--- config.mk ---
export PLATFORM = sky130hd
export DESIGN_NAME = scd_clock_select_divider
export DESIGN_NICKNAME = d
export VERILOG_FILES = /design/src/scd_pkg.sv /design/src/scd_clock_select_divider.sv
export SDC_FILE = /design/constraint.sdc
export NUM_CORES = 1
export LEC_CHECK = 0
export BUFFER_PORTS_ARGS = -buffer_cell sky130_fd_sc_hd__buf_4
export CAP_MARGIN = 25
export CORE_AREA = 5 5 98 100
export CTS_BUF_LIST = sky130_fd_sc_hd__clkbuf_8
export CTS_CLUSTER_SIZE = 10
export DETAILED_ROUTE_END_ITERATION = 6
export DIE_AREA = 0 0 103 105
export HOLD_SLACK_MARGIN = 0.12
export PLACE_DENSITY_LB_ADDON = 0.3
export SLEW_MARGIN = 10
export SYNTH_ARGS = -nofsm -noshare
export SYNTH_HDL_FRONTEND = slang
export SYNTH_SLANG_ARGS = --single-unit
--- constraint.sdc ---
create_clock -name i_clk -period 3.1 [get_ports i_clk]
set_input_delay 0.775 -clock i_clk [delete_from_list [all_inputs] [get_ports i_clk]]
set_output_delay 0.775 -clock i_clk [all_outputs]
set_load 0.05 [all_outputs]
--- src/scd_pkg.sv ---
// Package with register map, field layout, reset values and state types of the clock select divider.
`default_nettype none
package scd_pkg;
  localparam logic [7:0] SCD_ADDR_SELECT_DIVIDE = 8'ha9;
  localparam logic [7:0] SCD_ADDR_EXT_OSC_CTRL = 8'hb1;
  localparam logic [7:0] SCD_ADDR_INT_OSC_CTRL = 8'hb2;
  localparam logic [7:0] SCD_ADDR_INT_OSC_TRIM = 8'hb3;
  localparam int SCD_POS_READY = 7;
  localparam int SCD_POS_DIV_LSB = 4;
  localparam int SCD_POS_OSC_ON = 7;
  localparam int SCD_POS_FREQ_OK = 6;
  localparam int SCD_POS_DITHER = 7;
  localparam int SCD_POS_EXT_VALID = 7;
  localparam int SCD_POS_EXT_MODE_LSB = 4;
  localparam logic [2:0] SCD_RST_DIV = 3'h3;
  localparam logic [2:0] SCD_RST_SRC = 3'h4;
  localparam logic [5:0] SCD_INT_CTRL_LOW_BITS = 6'h0f;
  localparam logic [2:0] SCD_SRC_PRECISION = 3'h0;
  localparam logic [2:0] SCD_SRC_EXTERNAL = 3'h1;
  localparam logic [2:0] SCD_SRC_RTC = 3'h3;
  localparam logic [2:0] SCD_SRC_LOW_POWER = 3'h4;
  localparam logic [2:0] SCD_EXT_MODE_RC = 3'h4;
  localparam logic [6:0] SCD_DIV_COUNT_LAST = 7'h7f;
  localparam int SCD_NUM_SRC = 4;

  typedef enum logic [1:0] {
    SCD_SW_RUN = 2'b00,
    SCD_SW_WAIT_OLD_LOW = 2'b01,
    SCD_SW_WAIT_NEW_LOW = 2'b10
  } scd_switch_e;

  typedef struct packed {
    logic wr;
    logic rd;
    logic [7:0] addr;
    logic [7:0] wdata;
  } scd_sfr_req_s;

  typedef struct packed {
    logic [5:0] sync1;
    logic [5:0] sync2;
    logic [5:0] sync_prev;
    logic [2:0] div_sel;
    logic [2:0] div_applied;
    logic ready;
    logic [2:0] src_code;
    logic [1:0] src_cur;
    logic [1:0] src_new;
    scd_switch_e sw_state;
    logic [6:0] div_cnt;
    logic sysclk;
    logic osc_on;
    logic dither;
    logic [6:0] trim;
    logic trim_loaded;
    logic [2:0] ext_mode;
    logic [2:0] ext_bias;
    logic [7:0] rdata;
  } scd_state_s;
endpackage
`default_nettype wire

--- src/scd_clock_select_divider.sv ---
// System clock source selection, power-of-two divider and oscillator control registers.
`timescale 1ns/10ps
`default_nettype none

module scd_clock_select_divider
  import scd_pkg::*;
#(
  parameter int NUM_SRC = 4
) (
  input wire logic i_clk,
  input wire logic i_rst_n,
  input wire logic i_sfr_wr,
  input wire logic i_sfr_rd,
  input wire logic [7:0] i_sfr_addr,
  input wire logic [7:0] i_sfr_wdata,
  input wire logic [NUM_SRC-1:0] i_osc_clk,
  input wire logic i_int_osc_locked,
  input wire logic i_ext_osc_stable,
  input wire logic [6:0] i_trim_factory,
  output logic [7:0] o_sfr_rdata,
  output logic o_sysclk,
  output logic o_int_osc_on,
  output logic o_dither_on,
  output logic [6:0] o_int_osc_trim,
  output logic [2:0] o_ext_osc_mode_sel,
  output logic [2:0] o_ext_osc_bias_sel
);

  initial begin
    if (NUM_SRC != SCD_NUM_SRC) begin
      $error("Exactly four oscillator sources are supported.");
    end
  end

  // Maps a source code to a source index; bit 2 of the result flags a reserved code.
  function automatic logic [2:0] src_index(input logic [2:0] code);
    logic [2:0] idx;
    idx = 3'h4;
    if (code == SCD_SRC_PRECISION) begin
      idx = 3'h0;
    end else if (code == SCD_SRC_EXTERNAL) begin
      idx = 3'h1;
    end else if (code == SCD_SRC_RTC) begin
      idx = 3'h2;
    end else if (code == SCD_SRC_LOW_POWER) begin
      idx = 3'h3;
    end
    return idx;
  endfunction

  // Decodes a register address into one select bit per register; unmapped addresses give zero.
  function automatic logic [3:0] reg_sel(input logic [7:0] addr);
    logic [3:0] sel;
    sel = 4'h0;
    if (addr == SCD_ADDR_SELECT_DIVIDE) begin
      sel = 4'h1;
    end else if (addr == SCD_ADDR_EXT_OSC_CTRL) begin
      sel = 4'h2;
    end else if (addr == SCD_ADDR_INT_OSC_CTRL) begin
      sel = 4'h4;
    end else if (addr == SCD_ADDR_INT_OSC_TRIM) begin
      sel = 4'h8;
    end
    return sel;
  endfunction

  // The wrap value must be the top of a seven-bit count, or a ratio would be applied mid-phase.
  initial begin
    if (SCD_DIV_COUNT_LAST != 7'h7f) begin
      $error("The divide counter must wrap after 128 source edges.");
    end
  end

  // Reset is released through two flops so that every state flop leaves reset on one edge.
  logic rst_meta_r;
  logic rst_sync_r;
  scd_state_s st_r;
  scd_state_s st_nxt;
  scd_sfr_req_s req;

  always_ff @(posedge i_clk or negedge i_rst_n) begin
    if (!i_rst_n) begin
      rst_meta_r <= 1'b0;
      rst_sync_r <= 1'b0;
    end else begin
      rst_meta_r <= 1'b1;
      rst_sync_r <= rst_meta_r;
    end
  end

  // The bus request travels as one struct, so the decode below reads it from one place.
  assign req = '{wr: i_sfr_wr, rd: i_sfr_rd, addr: i_sfr_addr, wdata: i_sfr_wdata};

  always_comb begin
    logic [3:0] osc_lvl;
    logic [3:0] osc_prev;
    logic cur_lvl;
    logic new_lvl;
    logic new_fall;
    logic src_rise;
    logic gated_lvl;
    logic ext_valid;
    logic freq_ok;
    logic [2:0] idx;
    logic [6:0] cnt_inc;
    logic div_lvl;
    logic [3:0] sel;
    st_nxt = st_r;
    gated_lvl = 1'b0;
    div_lvl = 1'b0;
    osc_lvl = st_r.sync2[3:0];
    osc_prev = st_r.sync_prev[3:0];
    cur_lvl = osc_lvl[st_r.src_cur];
    new_lvl = osc_lvl[st_r.src_new];
    new_fall = osc_prev[st_r.src_new] && !new_lvl;
    src_rise = cur_lvl && !osc_prev[st_r.src_cur];
    cnt_inc = st_r.div_cnt + 7'h01;
    idx = src_index(req.wdata[2:0]);
    sel = reg_sel(req.addr);

    // Oscillator levels and status inputs are asynchronous, so each passes two flops first.
    // The third stage keeps the previous settled level for edge detection.
    st_nxt.sync1 = {i_ext_osc_stable, i_int_osc_locked, i_osc_clk};
    st_nxt.sync2 = st_r.sync1;
    st_nxt.sync_prev = st_r.sync2;

    // Factory trim is captured once, after reset has been released.
    if (!st_r.trim_loaded) begin
      st_nxt.trim = i_trim_factory;
      st_nxt.trim_loaded = 1'b1;
    end

    // Valid is forced low below the RC mode, which hides the digital clock input modes
    // where the detector has nothing to report.
    ext_valid = st_r.sync2[5] && (st_r.ext_mode >= SCD_EXT_MODE_RC);
    freq_ok = st_r.sync2[4] && st_r.osc_on;

    // Ratio changes land only at the counter wrap, so every output phase stays whole.
    // The price is that a change waits for the next wrap, which can take up to 128 source edges.
    // The counter keeps running while the old source is being left, so its output can fall.
    if ((st_r.sw_state == SCD_SW_RUN || st_r.sw_state == SCD_SW_WAIT_OLD_LOW) && src_rise) begin
      st_nxt.div_cnt = cnt_inc;
      if (st_r.div_cnt == SCD_DIV_COUNT_LAST) begin
        st_nxt.div_applied = st_r.div_sel;
        st_nxt.ready = 1'b1;
      end
    end

    // The level comes from the next counter and ratio, so a ratio change at the wrap
    // cannot leave a one-cycle pulse of the old ratio behind.
    if (st_nxt.div_applied == 3'h0) begin
      div_lvl = cur_lvl;
    end else begin
      div_lvl = st_nxt.div_cnt[st_nxt.div_applied - 3'h1];
    end

    // A switch first waits for the divided output to go low on the old source, then holds
    // it low until the new source falls, so neither source can cut a phase short.
    case (st_r.sw_state)
      SCD_SW_RUN: begin
        if (st_r.src_new != st_r.src_cur) begin
          st_nxt.sw_state = SCD_SW_WAIT_OLD_LOW;
        end
      end
      SCD_SW_WAIT_OLD_LOW: begin
        if (!div_lvl) begin
          st_nxt.sw_state = SCD_SW_WAIT_NEW_LOW;
        end
      end
      SCD_SW_WAIT_NEW_LOW: begin
        // The counter restarts so the first phase on the new source is a whole one.
        if (new_fall) begin
          st_nxt.src_cur = st_r.src_new;
          st_nxt.div_cnt = 7'h00;
          st_nxt.sw_state = SCD_SW_RUN;
        end
      end
      default: begin
        st_nxt.sw_state = SCD_SW_RUN;
      end
    endcase

    if (st_r.sw_state == SCD_SW_WAIT_NEW_LOW || st_nxt.sw_state == SCD_SW_WAIT_NEW_LOW) begin
      gated_lvl = 1'b0;
    end else begin
      gated_lvl = div_lvl;
    end
    st_nxt.sysclk = gated_lvl;

    // Writes to unmapped addresses fall through every branch and change nothing.
    if (req.wr) begin
      if (sel[0]) begin
        st_nxt.div_sel = req.wdata[SCD_POS_DIV_LSB +: 3];
        if (req.wdata[SCD_POS_DIV_LSB +: 3] != st_r.div_sel) begin
          st_nxt.ready = 1'b0;
        end
        // Reserved source codes are ignored and the running source is kept.
        if (!idx[2]) begin
          st_nxt.src_code = req.wdata[2:0];
          st_nxt.src_new = idx[1:0];
        end
      end else if (sel[1]) begin
        st_nxt.ext_mode = req.wdata[SCD_POS_EXT_MODE_LSB +: 3];
        st_nxt.ext_bias = req.wdata[2:0];
      end else if (sel[2]) begin
        st_nxt.osc_on = req.wdata[SCD_POS_OSC_ON];
      end else if (sel[3]) begin
        st_nxt.dither = req.wdata[SCD_POS_DITHER];
        st_nxt.trim = req.wdata[6:0];
        st_nxt.trim_loaded = 1'b1;
      end
    end

    // Read data is registered and held until the next read; unmapped addresses read zero.
    if (req.rd) begin
      if (sel[0]) begin
        st_nxt.rdata = {st_r.ready, st_r.div_sel, 1'b0, st_r.src_code};
      end else if (sel[1]) begin
        st_nxt.rdata = {ext_valid, st_r.ext_mode, 1'b0, st_r.ext_bias};
      end else if (sel[2]) begin
        st_nxt.rdata = {st_r.osc_on, freq_ok, SCD_INT_CTRL_LOW_BITS};
      end else if (sel[3]) begin
        st_nxt.rdata = {st_r.dither, st_r.trim};
      end else begin
        st_nxt.rdata = 8'h00;
      end
    end
  end

  always_ff @(posedge i_clk or negedge rst_sync_r) begin
    if (!rst_sync_r) begin
      st_r <= '{
        sync1: 6'h00,
        sync2: 6'h00,
        sync_prev: 6'h00,
        div_sel: SCD_RST_DIV,
        div_applied: SCD_RST_DIV,
        ready: 1'b0,
        src_code: SCD_RST_SRC,
        src_cur: 2'h3,
        src_new: 2'h3,
        sw_state: SCD_SW_RUN,
        div_cnt: 7'h00,
        sysclk: 1'b0,
        osc_on: 1'b0,
        dither: 1'b0,
        trim: 7'h00,
        trim_loaded: 1'b0,
        ext_mode: 3'h0,
        ext_bias: 3'h0,
        rdata: 8'h00
      };
    end else begin
      st_r <= st_nxt;
    end
  end

  // Every output is a field of the registered state, so none of them can glitch.
  assign o_sfr_rdata = st_r.rdata;
  assign o_sysclk = st_r.sysclk;
  assign o_int_osc_on = st_r.osc_on;
  assign o_dither_on = st_r.dither;
  assign o_int_osc_trim = st_r.trim;
  assign o_ext_osc_mode_sel = st_r.ext_mode;
  assign o_ext_osc_bias_sel = st_r.ext_bias;

endmodule
`default_nettype wire

**Word level (Yosys, flattened, before mapping)**

Cells that the tools add are included.

- Flip-flop bits (word level): 66
- Input bits: 33
- Output and inout port bits: 24
- Logic and storage cells: 105

- $add $sub $neg: 2
- $lt $le $gt $ge: 4
- Equality and inequality tests: 13
- Mux-type cells: 43
- Bitwise operators: 4
- Reduce and logical (&&, ||, !) cells: 18

Operators by type and width:

| kind | number |
|---|---|
| $mux 8 | 8 |
| $eq 8x8->1 const B | 4 |
| $mux 4 | 8 |
| $mux 14 | 2 |
| $mux 3 | 5 |
| $mux 7 | 2 |
| $mux 9 | 1 |
| $bmux 1 s2 | 4 |
| $mux 1 | 8 |
| $add 7x1->7 const B | 1 |
| $eq 7x7->1 const B | 1 |
| $logic_not 3->1 | 2 |
| $lt 2x3->1 const B | 2 |
| $mux 6 | 1 |
| $pmux 2 s3 | 1 |
| $reduce_and 3->1 | 2 |
| $logic_and 1x1->1 | 5 |
| $reduce_and 5->1 | 1 |
| $eq 2x2->1 const B | 2 |
| $lt 3x4->1 const B | 1 |
| $mux 2 | 2 |
| $not 1->1 | 4 |
| $reduce_and 2->1 | 2 |
| $reduce_and 4->1 | 1 |
| other kinds (12) | 14 |

**Longest topological paths before layout**

- Depth after elaboration: 15
- Gate-level depth with buffers: 14

**Worst setup path after synthesis**

OpenSTA, ideal clock, no wires.

- Kind: reg2reg
- From: register st_r[37] (netlist bit)
- To: register st_r[33] (netlist bit)
- Library setup time: 0.064 ns
- Arrival time: 2.724 ns
- Path slack: 0.312 ns
- Stages on the path, launching flop included: 14
- Buffers on the path: 2
- Cell sequence: dfstp_2 > buf_6 > mux2i_1 > mux2_2 > buf_2 > nor3_4 > mux2i_1 > ha_1 > nor2_1 > o31ai_1 > a32oi_1 > o211a_1 > a211oi_1 > a21bo_1

RTL lines:

| element | line | source |
|---|---|---|
| start, declared | scd_clock_select_divider.sv:77 | `scd_state_s st_r;` |
| start signal, assigned | scd_clock_select_divider.sv:232 | `st_r <= '{` |
| start signal, assigned | scd_clock_select_divider.sv:254 | `st_r <= st_nxt;` |

==> results.txt <==
relative slew slack = 0.475
total wire length = 7.25 mm
CTS tree = done
outcome = completed
share of layout cells above drive strength 1 = 0.315
Power per Cell Area = 651 nW/um2
Synth top area share = 0.425
Die X = 103 um
EDFF count, synth = 0
CTS buffer count = 9
row cnt = 34
# fillers = 812
top-count cell post-synth = dfrtp_1
nets = 406
WL/cell = 15.0 um
cell area after layout = 4070 um2
clock buffer depth = 2
vias = 2460
Residual DRC = 0
ANT nets after route = 0
Synth Register Bits = 66
setup TNS = 0 ns
Final setup violation count = 0
Pre-Repair DR Iteration Count = 4
Synth Instances = 324
Synth Warn # = 0
synth unique cells = 61
Tmin final = 2.89 ns
iteration-0 DRC count of the detailed router = 87
Post-DP Area = 3740 um2
clk_lat worst skew = 0.34 ns
Area contributors post-synth = dfrtp_1 43%, dfstp_2 7.0%, buf_4 4.9%
critical-path cell list = mux2i_1 -> mux2_4 -> o31a_1 -> or2_4 -> inv_1 -> ha_2 -> nor2_1 -> o31ai_1 -> a32oi_1 -> o211a_1 -> a211oi_1 -> a21bo_1
Crit path largest cell delay = 0.61 ns
io pins = 57
count of pins over their slew limit = 0
DP Wirelength = 5.28 mm
Fin. Hold Viols = 0
sequential area share after synthesis = 0.496
fraction of registers with async set/reset = 1.00
CP max stage cell = dfstp_2
Hold Path Class = primary input to asynchronous set/reset pin
Placer Congestion = 0.863
Total GRT Usage = 0.141
I/O Buffers = 56
vias in the first global route = 2476
synth cell count leaders = 57 x dfrtp_1, 30 x nor2_1, 26 x a21oi_1, 22 x buf_4, 19 x inv_1
global-route wire length before repair = 12.0 mm
WP data arrival = 3.17 ns
Root Buffer = clkbuf_8
H-Tree Depth = 3
cell taking the most area after synthesis = dfrtp_1
Avg Cell Area, Syn = 10.4 um2
antenna violations before repair = 0
maxcap violations = 0
final core utilization = 0.473
Worst VDD drop = 336 uV
Starting Density = 0.391
Main synth FF type = dfrtp_1
achievable clock frequency = 346 MHz
Post-Syn Area = 3360 um2
P_leak = 1.97 nW
WP data required = 3.38 ns
die area = 10800 um2
die height = 105 um
Clock Pin Slew Worst Setup and Hold Paths = 0.07 ns
total global routing overflow = 0
CP Capture Type = flip-flop
Post-Place Worst Slack = 0.133 ns
vias per inst = 5.09
Core ar. = 8590 um2
CTS sink cnt = 66
CP Launch Type = flip-flop
Syn-to-layout area delta = 21.1%
CP Max Fanout = 12
largest net degree at the start of global routing = 65
Worst Tran Pin Value = 0.788 ns
CTS Hold Bufs = 0
final setup margin = 0.206 ns
Worst Skew = 0.00769 ns
fin crit share = 0.934
Setup CP Type = flip-flop to flip-flop
number of diodes = 0
-- per-stage QoR --
stage	hold slack (ns)	cells	power (W)
floorplan	0.331	325	0.00154
global placement	0.333	461	0.00167
detailed placement	0.335	461	0.00167
CTS	0.189	477	0.00263
global route	0.185	483	0.00280
finish	0.209	483	0.00265
-- area by class of cell --
class                   instances  area [um2]  area share
flip-flops and latches         66        1660       0.409
repair buffers                 69         518       0.127
clock buffers                   9         124      0.0305
clock inverters                 7         141      0.0348
well taps                     108         135      0.0332
inverters                      19        71.3      0.0175
multi-input cells             205        1410       0.347
-- metal layers --
metal | up-vias | part of all wire | global-route usage
li1 | 1213 | - | -
met3 | 7 | 0.067 | 0.0473
met5 | - | 0 | 0
met4 | 0 | 0.0091 | 0.0546
met1 | 1167 | 0.43 | 0.183
met2 | 73 | 0.49 | 0.215
-- registers in the layout (all words and copies together), names as in the netlist --
signal,cells
o_sfr_rdata,8
rst_sync_r,1
o_sysclk,1
o_int_osc_trim,7
st_r,28
rst_meta_r,1
o_ext_osc_mode_sel,3
o_int_osc_on,1
st_nxt,12
o_ext_osc_bias_sel,3
o_dither_on,1
-- timing repair --
action / 4_1_cts / 5_1_grt
resized for setup: 0 / 4
buffers inserted: 0 / 6
setup endpoints to repair: 0 / 3
-- power by group --
| part | leakage [nW] | total (W) | switching, W | internal, W |
|---|---|---|---|---|
| Clock | 0.135 | 0.000953 | 0.000336 | 0.000617 |
| Combinational | 1.03 | 0.000619 | 0.000357 | 0.000262 |
| Sequential | 0.796 | 0.00108 | 0.000113 | 0.000963 |
-- final timing paths --
path,to,from,slack (ns),depth (start not counted)
max in group asynchronous,st_nxt[51],rst_sync_r,2.16,1
setup / recovery,st_r[33],st_r[37],0.21,12
hold reg to reg,st_nxt[50],st_nxt[56],0.35,0
setup reg to reg,st_r[33],st_r[37],0.21,12
hold / removal,rst_sync_r,i_rst_n,0.21,1
min in group i_clk,st_nxt[50],st_nxt[56],0.35,0
-- placed cells by master (no fill, tap or decap), types with 2 or more instances in the layout --
cell       Yosys  final
nor2b_1        3      3
nand3_1        6      6
inv_1         19     20
bufinv_16      0      4
ha_1           3      2
mux2i_1       16     15
nand4b_1       2      2
a22oi_1        4      4
conb_1         1      2
a21oi_1       26     26
buf_4         22     69
nor2_1        30     30
mux2_2        14     13
nor3_1         5      5
o21ai_0       13     13
o31ai_1        2      2
o32ai_1        2      2
nand2b_1       2      2
a31oi_1        6      6
a222oi_1       2      2
xnor2_1        2      2
xor2_1         7      7
and3b_1        2      2
nand2_1       18     18
o211a_1        2      2
and3_1         5      5
dfrtp_1       57     56
dfstp_2        9      9
clkbuf_8       0      9
-- critical path, delay by kind of cell (launching register included) --
family | cells | cell delay, ns
AND/OR/NAND/NOR | 2 | 0.34
buffers and inverters | 1 | 0.09
flip-flops | 1 | 0.61
multiplexers | 2 | 0.45
AO/OA/AOI/OAI | 6 | 1.13
adder cells (fa/ha/maj) | 1 | 0.23
-- cells by family (layout without fill, tap and decap cells) --
family / Yosys count / after routing / synth area share
AOI/OAI and AO/OA: 75 / 75 / 0.151
other: 1 / 2 / 0.00112
DFF: 66 / 66 / 0.496
adders and majority gates: 3 / 3 / 0.0112
xor gates and xnor gates: 9 / 9 / 0.0235
muxes: 30 / 30 / 0.0947
and+or+nand+nor: 86 / 86 / 0.135
buffers and inverters: 54 / 104 / 0.0880
(Power assumes the default switching activity.)
